--- src/ces_pkg.sv ---
// Shared constants and types for the instruction execution subset block.
package ces_pkg;

	// Register byte offsets on the AXI4-Lite bus.
	localparam logic [7:0] OFF_INSTR = 8'h00;
	localparam logic [7:0] OFF_OPERAND = 8'h04;
	localparam logic [7:0] OFF_STATUS = 8'h08;
	localparam logic [7:0] OFF_FLAGS = 8'h0c;
	localparam logic [7:0] OFF_PC = 8'h10;
	localparam logic [7:0] OFF_MEM_ADDR = 8'h14;
	localparam logic [7:0] OFF_MEM_DATA = 8'h18;
	localparam logic [7:0] OFF_DOG = 8'h1c;
	localparam logic [7:0] OFF_WAKE = 8'h20;

	// Instruction word fields.
	localparam int INSTR_OP_LSB = 0;
	localparam int INSTR_OP_W = 6;
	localparam int INSTR_BIT_LSB = 8;
	localparam int INSTR_ADDR_LSB = 16;

	// Flag register bit positions.
	localparam int FLG_CARRY = 0;
	localparam int FLG_HALF = 1;
	localparam int FLG_ZERO = 2;
	localparam int FLG_TIMEOUT = 3;
	localparam int FLG_PDOWN = 4;
	localparam int FLG_GIE = 5;
	localparam int FLG_PEND = 6;
	localparam int FLG_W = 7;

	// Status register bit positions above the working register byte.
	localparam int ST_FLAGS_LSB = 8;
	localparam int ST_BUSY = 16;
	localparam int ST_ASLEEP = 17;
	localparam int ST_ILLEGAL = 18;

	// Decimal adjust constants.
	localparam logic [3:0] BCD_MAX = 4'h9;
	localparam logic [8:0] BCD_ADD_LO = 9'h006;
	localparam logic [8:0] BCD_ADD_HI = 9'h060;

	// AXI response codes.
	localparam logic [1:0] RESP_OKAY = 2'h0;
	localparam logic [1:0] RESP_SLVERR = 2'h2;

	// Reset values.
	localparam logic [7:0] WREG_RST = 8'h00;
	localparam logic [FLG_W-1:0] FLAGS_RST = 7'h00;

	// Operation codes, in the order of their numeric codes from zero.
	typedef enum logic [INSTR_OP_W-1:0] {
		OP_IDLE_OP, OP_CLEAR_MEM, OP_CLEAR_BIT, OP_CLEAR_WATCHDOG,
		OP_COMPLEMENT_MEM, OP_COMPLEMENT_TO_WREG, OP_BCD_ADJUST,
		OP_MINUS_ONE_MEM, OP_MINUS_ONE_TO_WREG, OP_SLEEP_ENTRY,
		OP_PLUS_ONE_MEM, OP_PLUS_ONE_TO_WREG, OP_GOTO_ADDR,
		OP_TRANSFER_MEM_TO_WREG, OP_TRANSFER_IMM_TO_WREG, OP_TRANSFER_WREG_TO_MEM,
		OP_OR_MEM_TO_WREG, OP_OR_IMM_TO_WREG, OP_OR_TO_MEM,
		OP_CALL_EXIT, OP_CALL_EXIT_IMM, OP_IRQ_EXIT,
		OP_ROTATE_LEFT, OP_ROTATE_LEFT_TO_WREG,
		OP_ROTATE_LEFT_THRU_CARRY, OP_ROTATE_LEFT_THRU_CARRY_TO_WREG,
		OP_ROTATE_RIGHT, OP_ROTATE_RIGHT_TO_WREG,
		OP_ROTATE_RIGHT_THRU_CARRY, OP_ROTATE_RIGHT_THRU_CARRY_TO_WREG,
		OP_LAST
	} ces_op_t;

	// Sequencer states.
	typedef enum logic [1:0] {
		ST_IDLE, ST_EXEC, ST_DUMMY, ST_IRQ
	} ces_state_t;

endpackage : ces_pkg

--- src/ces_core.sv ---
// Execution datapath for a subset of an 8-bit core, with an AXI4-Lite register port.
// What this block does
// - Memory clear writes zero, flags untouched.
// - Bit clear zeroes one bit, keeps others.
// - Watchdog clear resets counter, timeout, powerdown.
// - Sleep halts, clears watchdog, sets powerdown.
// - Complement inverts byte, updates zero flag.
// - Working-register forms leave memory untouched.
// - BCD adjust adds six per nibble.
// - BCD adjust writes memory, changes carry only.
// - Minus-one subtracts one, updates zero.
// - Plus-one adds one, updates zero.
// - Goto loads address, takes two cycles.
// - Transfers copy data, flags untouched.
// - Idle op only advances program counter.
// - OR updates zero, to register or memory.
// - Returns pop counter; immediate form loads register.
// - Interrupt exit sets enable; with one pending, clears enable and takes it.
// - Rotate left moves bit 7 to 0.
// - Rotate left through carry swaps carry, bit 7.
// - Rotate right moves bit 0 to 7.
// - Rotate right through carry swaps carry, bit 0.
// - Counter-changing instructions take two cycles, three when interrupt exit takes a pending one.
module ces_core #(
	parameter int MEM_DEPTH = 256,
	parameter int PC_W = 13,
	parameter int STACK_DEPTH = 8,
	parameter int DOG_W = 8,
	parameter int PRESC_W = 8,
	parameter logic [12:0] IRQ_VECTOR = 13'h0004
) (
	// Clock and reset.
	input wire logic aclk,
	input wire logic aresetn,
	// AXI4-Lite write address channel.
	input wire logic [7:0] s_axi_awaddr,
	input wire logic s_axi_awvalid,
	output logic s_axi_awready,
	// AXI4-Lite write data channel.
	input wire logic [31:0] s_axi_wdata,
	input wire logic [3:0] s_axi_wstrb,
	input wire logic s_axi_wvalid,
	output logic s_axi_wready,
	// AXI4-Lite write response channel.
	output logic [1:0] s_axi_bresp,
	output logic s_axi_bvalid,
	input wire logic s_axi_bready,
	// AXI4-Lite read address channel.
	input wire logic [7:0] s_axi_araddr,
	input wire logic s_axi_arvalid,
	output logic s_axi_arready,
	// AXI4-Lite read data channel.
	output logic [31:0] s_axi_rdata,
	output logic [1:0] s_axi_rresp,
	output logic s_axi_rvalid,
	input wire logic s_axi_rready,
	// Power control.
	output logic clock_gate_off
);

	localparam int MA_W = $clog2(MEM_DEPTH);
	localparam int SP_W = $clog2(STACK_DEPTH);

	// Zero test used wherever the zero flag is affected.
	function automatic logic is_zero(input logic [7:0] v);
		is_zero = (v == 8'h00);
	endfunction : is_zero

	// Byte-lane merge of a write into an existing word.
	function automatic logic [31:0] strb_merge(input logic [31:0] old,
			input logic [31:0] data, input logic [3:0] strb);
		logic [31:0] r;
		r = old;
		for (int i = 0; i < 4; i++) begin
			if (strb[i]) begin
				r[i*8 +: 8] = data[i*8 +: 8];
			end
		end
		strb_merge = r;
	endfunction : strb_merge

	// Architectural state.
	logic [7:0] mem [MEM_DEPTH]; // Data memory.
	logic [PC_W-1:0] stack_mem [STACK_DEPTH]; // Return stack.
	logic [SP_W-1:0] sp_reg; // Next free stack slot.
	logic [7:0] working_register;
	logic [PC_W-1:0] pc_reg;
	logic carry_flag, half_carry_flag, zero_flag;
	logic timeout_flag, powerdown_flag, global_irq_enable, irq_pending;
	logic asleep_reg; // Core halted with its clock gated.
	logic illegal_reg; // Last issued code was not recognised.
	logic [DOG_W-1:0] watchdog_counter;
	logic [PRESC_W-1:0] presc_reg;
	ces_pkg::ces_state_t state_reg;

	// Latched instruction.
	ces_pkg::ces_op_t op_reg;
	logic [2:0] bit_reg;
	logic [7:0] maddr_reg;
	logic [31:0] operand_reg; // Immediate in low byte, jump target in low bits.
	logic [31:0] mem_addr_reg; // Software window into data memory.

	// AXI write side holding registers.
	logic aw_full, w_full;
	logic [7:0] aw_addr;
	logic [31:0] w_data;
	logic [3:0] w_strb;
	logic wr_fire;
	assign s_axi_awready = !aw_full && !s_axi_bvalid;
	assign s_axi_wready = !w_full && !s_axi_bvalid;
	assign s_axi_arready = !s_axi_rvalid;
	assign wr_fire = aw_full && w_full && !s_axi_bvalid;

	// Decoded register hits for the pending write.
	logic wr_instr, wr_operand, wr_flags, wr_maddr, wr_mdata, wr_wake, wr_ok;
	always_comb begin
		wr_instr = wr_fire && aw_addr == ces_pkg::OFF_INSTR;
		wr_operand = wr_fire && aw_addr == ces_pkg::OFF_OPERAND;
		wr_flags = wr_fire && aw_addr == ces_pkg::OFF_FLAGS;
		wr_maddr = wr_fire && aw_addr == ces_pkg::OFF_MEM_ADDR;
		wr_mdata = wr_fire && aw_addr == ces_pkg::OFF_MEM_DATA;
		wr_wake = wr_fire && aw_addr == ces_pkg::OFF_WAKE;
		wr_ok = wr_instr || wr_operand || wr_flags || wr_maddr || wr_mdata || wr_wake;
	end

	// Write address and data are taken independently and held until used.
	always_ff @(posedge aclk) begin
		if (!aresetn) begin
			aw_full <= 1'b0;
			w_full <= 1'b0;
			aw_addr <= 8'h00;
			w_data <= 32'h0000_0000;
			w_strb <= 4'h0;
		end else begin
			if (s_axi_awvalid && s_axi_awready) begin
				aw_full <= 1'b1;
				aw_addr <= s_axi_awaddr;
			end else if (wr_fire) begin
				aw_full <= 1'b0;
			end
			if (s_axi_wvalid && s_axi_wready) begin
				w_full <= 1'b1;
				w_data <= s_axi_wdata;
				w_strb <= s_axi_wstrb;
			end else if (wr_fire) begin
				w_full <= 1'b0;
			end
		end
	end

	// Write response follows once both halves were used.
	always_ff @(posedge aclk) begin
		if (!aresetn) begin
			s_axi_bvalid <= 1'b0;
			s_axi_bresp <= ces_pkg::RESP_OKAY;
		end else if (wr_fire) begin
			s_axi_bvalid <= 1'b1;
			s_axi_bresp <= wr_ok ? ces_pkg::RESP_OKAY : ces_pkg::RESP_SLVERR;
		end else if (s_axi_bready) begin
			s_axi_bvalid <= 1'b0;
		end
	end

	// Plain software registers: operand and memory window address.
	always_ff @(posedge aclk) begin
		if (!aresetn) begin
			operand_reg <= 32'h0000_0000;
			mem_addr_reg <= 32'h0000_0000;
		end else begin
			if (wr_operand) begin
				operand_reg <= strb_merge(operand_reg, w_data, w_strb);
			end
			if (wr_maddr) begin
				mem_addr_reg <= strb_merge(mem_addr_reg, w_data, w_strb);
			end
		end
	end

	// Flag and status word assembly.
	logic [ces_pkg::FLG_W-1:0] flags_word;
	always_comb begin
		flags_word = '0;
		flags_word[ces_pkg::FLG_CARRY] = carry_flag;
		flags_word[ces_pkg::FLG_HALF] = half_carry_flag;
		flags_word[ces_pkg::FLG_ZERO] = zero_flag;
		flags_word[ces_pkg::FLG_TIMEOUT] = timeout_flag;
		flags_word[ces_pkg::FLG_PDOWN] = powerdown_flag;
		flags_word[ces_pkg::FLG_GIE] = global_irq_enable;
		flags_word[ces_pkg::FLG_PEND] = irq_pending;
	end

	// Read data mux; unmapped offsets answer SLVERR with zero data.
	logic [31:0] rd_word;
	logic rd_ok;
	always_comb begin
		rd_word = 32'h0000_0000;
		rd_ok = 1'b1;
		unique case (s_axi_araddr)
			ces_pkg::OFF_INSTR: rd_word = {8'h00, maddr_reg, 5'h00, bit_reg, 2'h0, op_reg};
			ces_pkg::OFF_OPERAND: rd_word = operand_reg;
			ces_pkg::OFF_STATUS: begin
				rd_word[7:0] = working_register;
				rd_word[ces_pkg::ST_FLAGS_LSB +: ces_pkg::FLG_W] = flags_word;
				rd_word[ces_pkg::ST_BUSY] = state_reg != ces_pkg::ST_IDLE;
				rd_word[ces_pkg::ST_ASLEEP] = asleep_reg;
				rd_word[ces_pkg::ST_ILLEGAL] = illegal_reg;
			end
			ces_pkg::OFF_FLAGS: rd_word[ces_pkg::FLG_W-1:0] = flags_word;
			ces_pkg::OFF_PC: rd_word[PC_W-1:0] = pc_reg;
			ces_pkg::OFF_MEM_ADDR: rd_word = mem_addr_reg;
			ces_pkg::OFF_MEM_DATA: rd_word[7:0] = mem[mem_addr_reg[MA_W-1:0]];
			ces_pkg::OFF_DOG: rd_word[DOG_W-1:0] = watchdog_counter;
			ces_pkg::OFF_WAKE: rd_word = 32'h0000_0000;
			default: rd_ok = 1'b0;
		endcase
	end

	// Read channel: data one cycle after the address is taken.
	always_ff @(posedge aclk) begin
		if (!aresetn) begin
			s_axi_rvalid <= 1'b0;
			s_axi_rdata <= 32'h0000_0000;
			s_axi_rresp <= ces_pkg::RESP_OKAY;
		end else if (s_axi_arvalid && s_axi_arready) begin
			s_axi_rvalid <= 1'b1;
			s_axi_rdata <= rd_word;
			s_axi_rresp <= rd_ok ? ces_pkg::RESP_OKAY : ces_pkg::RESP_SLVERR;
		end else if (s_axi_rready) begin
			s_axi_rvalid <= 1'b0;
		end
	end

	// Instruction issue: only taken while idle and awake, else ignored.
	logic issue;
	assign issue = wr_instr && state_reg == ces_pkg::ST_IDLE && !asleep_reg;
	always_ff @(posedge aclk) begin
		if (!aresetn) begin
			op_reg <= ces_pkg::OP_IDLE_OP;
			bit_reg <= 3'h0;
			maddr_reg <= 8'h00;
			illegal_reg <= 1'b0;
		end else if (issue) begin
			bit_reg <= w_data[ces_pkg::INSTR_BIT_LSB +: 3];
			maddr_reg <= w_data[ces_pkg::INSTR_ADDR_LSB +: 8];
			if (w_data[ces_pkg::INSTR_OP_LSB +: ces_pkg::INSTR_OP_W] < ces_pkg::OP_LAST) begin
				op_reg <= ces_pkg::ces_op_t'(w_data[ces_pkg::INSTR_OP_LSB +: ces_pkg::INSTR_OP_W]);
				illegal_reg <= 1'b0;
			end else begin
				// Unknown codes run as an idle op.
				op_reg <= ces_pkg::OP_IDLE_OP;
				illegal_reg <= 1'b1;
			end
		end
	end

	// Datapath: one combinational step computes the instruction's data result and its write enables.
	logic [7:0] mval, imm, res;
	logic mem_we, wreg_we, z_we, c_we, c_val, pc_jump, pc_pop;
	logic [8:0] bcd_lo, bcd_sum;
	logic bcd_hi;
	always_comb begin
		mval = mem[maddr_reg[MA_W-1:0]];
		imm = operand_reg[7:0];
		res = 8'h00;
		mem_we = 1'b0;
		wreg_we = 1'b0;
		z_we = 1'b0;
		c_we = 1'b0;
		c_val = carry_flag;
		pc_jump = 1'b0;
		pc_pop = 1'b0;
		// Low nibble fix first, then the high nibble on the partly fixed sum.
		bcd_lo = {1'b0, working_register} +
			((working_register[3:0] > ces_pkg::BCD_MAX || half_carry_flag) ?
			ces_pkg::BCD_ADD_LO : 9'h000);
		bcd_hi = bcd_lo[7:4] > ces_pkg::BCD_MAX || bcd_lo[8] || carry_flag;
		bcd_sum = bcd_lo + (bcd_hi ? ces_pkg::BCD_ADD_HI : 9'h000);
		unique case (op_reg)
			ces_pkg::OP_CLEAR_MEM: begin
				res = 8'h00;
				mem_we = 1'b1;
			end
			ces_pkg::OP_CLEAR_BIT: begin
				res = mval & ~(8'h01 << bit_reg);
				mem_we = 1'b1;
			end
			ces_pkg::OP_COMPLEMENT_MEM: begin
				res = ~mval;
				mem_we = 1'b1;
				z_we = 1'b1;
			end
			ces_pkg::OP_COMPLEMENT_TO_WREG: begin
				res = ~mval;
				wreg_we = 1'b1;
				z_we = 1'b1;
			end
			ces_pkg::OP_BCD_ADJUST: begin
				res = bcd_sum[7:0];
				mem_we = 1'b1;
				c_we = 1'b1;
				c_val = bcd_hi;
			end
			ces_pkg::OP_MINUS_ONE_MEM, ces_pkg::OP_MINUS_ONE_TO_WREG: begin
				res = mval - 8'h01;
				mem_we = op_reg == ces_pkg::OP_MINUS_ONE_MEM;
				wreg_we = !mem_we;
				z_we = 1'b1;
			end
			ces_pkg::OP_PLUS_ONE_MEM, ces_pkg::OP_PLUS_ONE_TO_WREG: begin
				res = mval + 8'h01;
				mem_we = op_reg == ces_pkg::OP_PLUS_ONE_MEM;
				wreg_we = !mem_we;
				z_we = 1'b1;
			end
			ces_pkg::OP_GOTO_ADDR: pc_jump = 1'b1;
			ces_pkg::OP_TRANSFER_MEM_TO_WREG: begin
				res = mval;
				wreg_we = 1'b1;
			end
			ces_pkg::OP_TRANSFER_IMM_TO_WREG: begin
				res = imm;
				wreg_we = 1'b1;
			end
			ces_pkg::OP_TRANSFER_WREG_TO_MEM: begin
				res = working_register;
				mem_we = 1'b1;
			end
			ces_pkg::OP_OR_MEM_TO_WREG, ces_pkg::OP_OR_TO_MEM: begin
				res = working_register | mval;
				mem_we = op_reg == ces_pkg::OP_OR_TO_MEM;
				wreg_we = !mem_we;
				z_we = 1'b1;
			end
			ces_pkg::OP_OR_IMM_TO_WREG: begin
				res = working_register | imm;
				wreg_we = 1'b1;
				z_we = 1'b1;
			end
			ces_pkg::OP_CALL_EXIT, ces_pkg::OP_IRQ_EXIT: pc_pop = 1'b1;
			ces_pkg::OP_CALL_EXIT_IMM: begin
				pc_pop = 1'b1;
				res = imm;
				wreg_we = 1'b1;
			end
			ces_pkg::OP_ROTATE_LEFT, ces_pkg::OP_ROTATE_LEFT_TO_WREG: begin
				res = {mval[6:0], mval[7]};
				mem_we = op_reg == ces_pkg::OP_ROTATE_LEFT;
				wreg_we = !mem_we;
			end
			ces_pkg::OP_ROTATE_LEFT_THRU_CARRY, ces_pkg::OP_ROTATE_LEFT_THRU_CARRY_TO_WREG: begin
				res = {mval[6:0], carry_flag};
				mem_we = op_reg == ces_pkg::OP_ROTATE_LEFT_THRU_CARRY;
				wreg_we = !mem_we;
				c_we = 1'b1;
				c_val = mval[7];
			end
			ces_pkg::OP_ROTATE_RIGHT, ces_pkg::OP_ROTATE_RIGHT_TO_WREG: begin
				res = {mval[0], mval[7:1]};
				mem_we = op_reg == ces_pkg::OP_ROTATE_RIGHT;
				wreg_we = !mem_we;
			end
			ces_pkg::OP_ROTATE_RIGHT_THRU_CARRY, ces_pkg::OP_ROTATE_RIGHT_THRU_CARRY_TO_WREG: begin
				res = {carry_flag, mval[7:1]};
				mem_we = op_reg == ces_pkg::OP_ROTATE_RIGHT_THRU_CARRY;
				wreg_we = !mem_we;
				c_we = 1'b1;
				c_val = mval[0];
			end
			default: res = 8'h00; // Idle op, watchdog clear and sleep touch no data.
		endcase
	end

	// Sequencer: exec, then a dummy cycle when the counter is reloaded.
	logic take_irq;
	assign take_irq = op_reg == ces_pkg::OP_IRQ_EXIT && irq_pending;
	always_ff @(posedge aclk) begin
		if (!aresetn) begin
			state_reg <= ces_pkg::ST_IDLE;
		end else begin
			unique case (state_reg)
				ces_pkg::ST_IDLE: if (issue) state_reg <= ces_pkg::ST_EXEC;
				ces_pkg::ST_EXEC: state_reg <= (pc_jump || pc_pop) ?
					ces_pkg::ST_DUMMY : ces_pkg::ST_IDLE;
				ces_pkg::ST_DUMMY: state_reg <= take_irq ?
					ces_pkg::ST_IRQ : ces_pkg::ST_IDLE;
				ces_pkg::ST_IRQ: state_reg <= ces_pkg::ST_IDLE;
			endcase
		end
	end

	// Program counter and stack; a pending interrupt is entered before resuming.
	always_ff @(posedge aclk) begin
		if (!aresetn) begin
			pc_reg <= '0;
			sp_reg <= '0;
		end else if (state_reg == ces_pkg::ST_EXEC) begin
			if (pc_jump) begin
				pc_reg <= operand_reg[PC_W-1:0];
			end else if (pc_pop) begin
				pc_reg <= stack_mem[sp_reg - SP_W'(1)];
				sp_reg <= sp_reg - SP_W'(1);
			end else begin
				pc_reg <= pc_reg + PC_W'(1);
			end
		end else if (state_reg == ces_pkg::ST_IRQ) begin
			stack_mem[sp_reg] <= pc_reg;
			sp_reg <= sp_reg + SP_W'(1);
			pc_reg <= IRQ_VECTOR[PC_W-1:0];
		end
	end

	// Data memory: software window writes and instruction results.
	always_ff @(posedge aclk) begin
		if (state_reg == ces_pkg::ST_EXEC && mem_we) begin
			mem[maddr_reg[MA_W-1:0]] <= res;
		end else if (wr_mdata && w_strb[0]) begin
			mem[mem_addr_reg[MA_W-1:0]] <= w_data[7:0];
		end
	end

	// Working register and arithmetic flags.
	always_ff @(posedge aclk) begin
		if (!aresetn) begin
			working_register <= ces_pkg::WREG_RST;
			carry_flag <= 1'b0;
			half_carry_flag <= 1'b0;
			zero_flag <= 1'b0;
		end else if (state_reg == ces_pkg::ST_EXEC) begin
			if (wreg_we) working_register <= res;
			if (z_we) zero_flag <= is_zero(res);
			if (c_we) carry_flag <= c_val;
		end else if (wr_flags && w_strb[0]) begin
			carry_flag <= w_data[ces_pkg::FLG_CARRY];
			half_carry_flag <= w_data[ces_pkg::FLG_HALF];
			zero_flag <= w_data[ces_pkg::FLG_ZERO];
		end
	end

	// Power, watchdog and interrupt flags.
	logic exec_clrwdt, exec_sleep, dog_tick;
	assign exec_clrwdt = state_reg == ces_pkg::ST_EXEC && op_reg == ces_pkg::OP_CLEAR_WATCHDOG;
	assign exec_sleep = state_reg == ces_pkg::ST_EXEC && op_reg == ces_pkg::OP_SLEEP_ENTRY;
	assign dog_tick = presc_reg == '1;
	always_ff @(posedge aclk) begin
		if (!aresetn) begin
			timeout_flag <= 1'b0;
			powerdown_flag <= 1'b0;
			global_irq_enable <= 1'b0;
			irq_pending <= 1'b0;
			asleep_reg <= 1'b0;
		end else begin
			if (exec_clrwdt) begin
				timeout_flag <= 1'b0;
				powerdown_flag <= 1'b0;
			end else if (exec_sleep) begin
				timeout_flag <= 1'b0;
				powerdown_flag <= 1'b1;
			end else if (dog_tick && watchdog_counter == '1 && !asleep_reg) begin
				timeout_flag <= 1'b1;
			end else if (wr_flags && w_strb[0]) begin
				timeout_flag <= w_data[ces_pkg::FLG_TIMEOUT];
				powerdown_flag <= w_data[ces_pkg::FLG_PDOWN];
			end
			if (exec_sleep) begin
				asleep_reg <= 1'b1;
			end else if (wr_wake) begin
				asleep_reg <= 1'b0;
			end
			if (state_reg == ces_pkg::ST_DUMMY && op_reg == ces_pkg::OP_IRQ_EXIT) begin
				global_irq_enable <= !irq_pending;
			end else if (wr_flags && w_strb[0]) begin
				global_irq_enable <= w_data[ces_pkg::FLG_GIE];
			end
			// Hardware entering the service routine wins over a software write.
			if (state_reg == ces_pkg::ST_IRQ) begin
				irq_pending <= 1'b0;
			end else if (wr_flags && w_strb[0]) begin
				irq_pending <= w_data[ces_pkg::FLG_PEND];
			end
		end
	end

	// Watchdog counter and its prescaler; frozen while asleep.
	always_ff @(posedge aclk) begin
		if (!aresetn || exec_clrwdt || exec_sleep) begin
			presc_reg <= '0;
			watchdog_counter <= '0;
		end else if (!asleep_reg) begin
			presc_reg <= presc_reg + PRESC_W'(1);
			if (dog_tick) watchdog_counter <= watchdog_counter + DOG_W'(1);
		end
	end

	// The core clock is gated off while asleep.
	assign clock_gate_off = asleep_reg;

endmodule : ces_core

--- config.mk ---
export PLATFORM = sky130hd
export DESIGN_NAME = ces_core
export DESIGN_NICKNAME = d
export VERILOG_FILES = /design/src/ces_pkg.sv /design/src/ces_core.sv
export SDC_FILE = /design/constraint.sdc
export NUM_CORES = 2
export LEC_CHECK = 0
export CORE_MARGIN = 2
export CORE_UTILIZATION = 50
export CTS_BUF_LIST = sky130_fd_sc_hd__clkbuf_8 sky130_fd_sc_hd__clkbuf_16
export CTS_CLUSTER_SIZE = 40
export DETAILED_ROUTE_END_ITERATION = 7
export DONT_BUFFER_PORTS = 1
export PLACE_DENSITY_LB_ADDON = 0.15
export SLEW_MARGIN = 20
export SYNTH_ARGS = -nofsm -noshare
export SYNTH_HDL_FRONTEND = slang
export SYNTH_SLANG_ARGS = --single-unit
--- constraint.sdc ---
create_clock -name aclk -period 41.1 [get_ports aclk]
set_clock_uncertainty 0.05 [all_clocks]
set_input_delay 4.11 -clock aclk [delete_from_list [all_inputs] [get_ports aclk]]
set_output_delay 4.11 -clock aclk [all_outputs]
set_load 0.01 [all_outputs]
==> metrics.txt <==
status=completed; critical path arrival=10.72 ns; CTS sink count=2382; Hold Slack=0.4063 ns; nets=6314; DRT Pass-1 Iters=6; Register Area=0.06927 sq mm; number of synthesized flops with an enable pin=2152; final WL=363.6 mm; syn avg cell area=roughly 18 sq um; Die Area=0.2272 sq mm; Worst slew margin=12.69%; ys flop type=edfxtp_1; initial DRC count=10300; CP Launch Type=flop; fmax=0.09776 GHz; post-cts sizing count=0; Die Width=476.7 um; period utilisation layout=24.89%; largest net degree at the start of global routing=257; # port buffers=0; unrepaired setup endpoints after global routing=no; HP Class=flop to flop; yosys warns=0; post-synth top area share=57.85%; Die Y=roughly 480 um; count of state elements after synthesis=2382; initial antenna violation count=21; Total GRT Usage=31.71%; r2r setup slk=30.87 ns; TritonCTS clock tree=done; Starting Density=50.30%; Final GP Congestion=0.9454; routed length per placed instance=around 39 um; total grt overflow=0; async set-or-reset flop fraction in the synthesized netlist=0%; Vias=67080; fillcell total=between 15000 and 20000; largest cells by area after synthesis=edfxtp_1 58%, mux4_2 22%, dfxtp_1 4.1%, mux2i_1 1.9%, nor2_1 1.4%; Slew @ Worst Pin=1.304 ns; Clock Path Buffers=3; path depth of the worst reg2reg path=22; Synth-to-Final Area Change=9.982%; CTS clk-pin slew, worst paths=0.06 ns; final hold vios=0; Post-synth top cells=2152 x edfxtp_1, 1111 x mux4_2, 427 x nor2_1; dpl cells=roughly 9000; Worst EP required=41.59 ns; Pwr per Cell Area=40.20 mW/mm^2; final setup TNS=0 ns; vias in the first global route=64780; H-tree depth=4; layout cells sized above 1=~29%; Post-DRT Antenna Nets=0; Reg-to-Reg End=mem[228][4]; Pwr Total=roughly 4.9 mW; max FFs per register=2048; Clock Latency Late Sink=0.90 ns; maximum net fanout on the critical path=99; Final Non-Filler Cells=between 9000 and 10000; number of placed I/O pins=between 100 and 150; CTS root buffer=clkbuf_16; CP Class=flop to flop; Post-Syn Instances=between 6000 and 7000; hold_buf cts=0; Max Cap Violations=0; Netlist cell types=102; worst setup path endpoint=mem[228][4]; setup bufs post-CTS=0; final slew viol count=0; area of the multi-input gates=0.03972 sq mm; post-route minimum period=10.23 ns; final setup violation count=0; most instantiated library cell after synthesis=edfxtp_1; post-route DRC violation count=0; row count=173; Num CTS Buffers=241; Static Leakage=roughly 37 nW; CP Capture Type=flop; peak supply drop=0.00003910 V; largest area contributor in the netlist=edfxtp_1; mapped cell area=0.1117 sq mm; Detailed Place HPWL=235.3 mm; vias per cell=7.110; Core Footprint=approximately 0.22 sq mm; first-pass GRT wire length=509.5 mm; post-synthesis sequential area ratio=roughly three fifths
## stage by stage
| stage | util (%) | instance area [sq um] | setup WS, ns |
|---|---|---|---|
| floorplan | - | 111700 | 27.86 |
| global placement | 51.54 | 114500 | 30.93 |
| detailed placement | 51.57 | 114500 | 30.84 |
| CTS | 55.26 | 122700 | 30.84 |
| global route | 55.31 | 122800 | 30.30 |
| finish | 55.32 | 122900 | 30.87 |
## layout by cell type (no fill, tap or decap), drive strengths merged, types with 31 or more instances in the layout
cell type     n
nand3       131
buf         210
a31oi        33
edfxtp     2152
nor3         51
a22oi       126
mux2i       210
nor2        429
inv          79
clkinv      122
o22ai        31
nand2       362
mux4       1160
o21ai        69
dfxtp       230
clkbuf      255
a21oi       257
a211oi       32
## worst min path at each step
stage                     start                to  slack (ns)  cells after the start
6_report       mem_addr_reg[29]  mem_addr_reg[29]        0.41                      2
5_1_grt        mem_addr_reg[22]  mem_addr_reg[22]        0.42                      2
4_1_cts        mem_addr_reg[18]  mem_addr_reg[18]        0.41                      2
3_5_place_dp   mem_addr_reg[18]  mem_addr_reg[18]        0.40                      2
3_3_place_gp   mem_addr_reg[10]  mem_addr_reg[10]        0.39                      2
2_1_floorplan  mem_addr_reg[10]  mem_addr_reg[10]        0.38                      2
## power breakdown
| part | internal, mW | total, mW | switching, mW |
|---|---|---|---|
| Clock | 1.29 | 2.27 | 0.976 |
| Combinational | 0.0140 | 0.0507 | 0.0367 |
| Sequential | 2.61 | 2.62 | 0.00789 |
| Total | 3.92 | 4.94 | 1.02 |
## worst max-delay path, stage by stage (launching register included)
cell	delay, ns
dfxtp_4	0.80
buf_4	0.63
buf_12	0.39
buf_4	0.76
buf_12	0.62
mux4_2	0.61
mux2i_1	0.27
a211oi_1	0.14
a21oi_1	0.53
a22oi_1	0.29
nand2_2	0.23
inv_1	0.06
ha_1	0.36
a21oi_1	0.09
o21bai_1	0.21
xor2_1	0.22
a221o_1	0.18
a31oi_1	0.06
o2111a_1	0.24
a21oi_4	0.15
buf_4	0.65
buf_4	0.90
buf_4	0.83
## layout make-up
class                      count  share of cell area, %
antenna                        7                0.01426
clock buffer                 255                  5.139
clock inverter               203                  1.531
inverter                      39                 0.1232
multi-input combinational   3364                  32.33
sequential                  2382                  56.38
tap                         2975                  3.030
timing repair buffer         210                  1.448
## layer usage
layer  vias up  wire length [um]  GRT usage (%)
li1      26200                 -              -
met1     35500            138600          44.78
met2      4657            162400          46.61
met3       713             46300          9.459
met4        14             16260          12.41
met5         -                92              0
## cells by family after synthesis
group	synth area share (%)
flip-flops	61.98
multiplexers	25.61
AND/OR/NAND/NOR	4.913
AO/OA/AOI/OAI	4.259
buffers and inverters	2.748
XOR/XNOR	0.2789
adder cells (fa/ha/maj)	0.2106
other	0.003357
(Power assumes the default switching activity.)
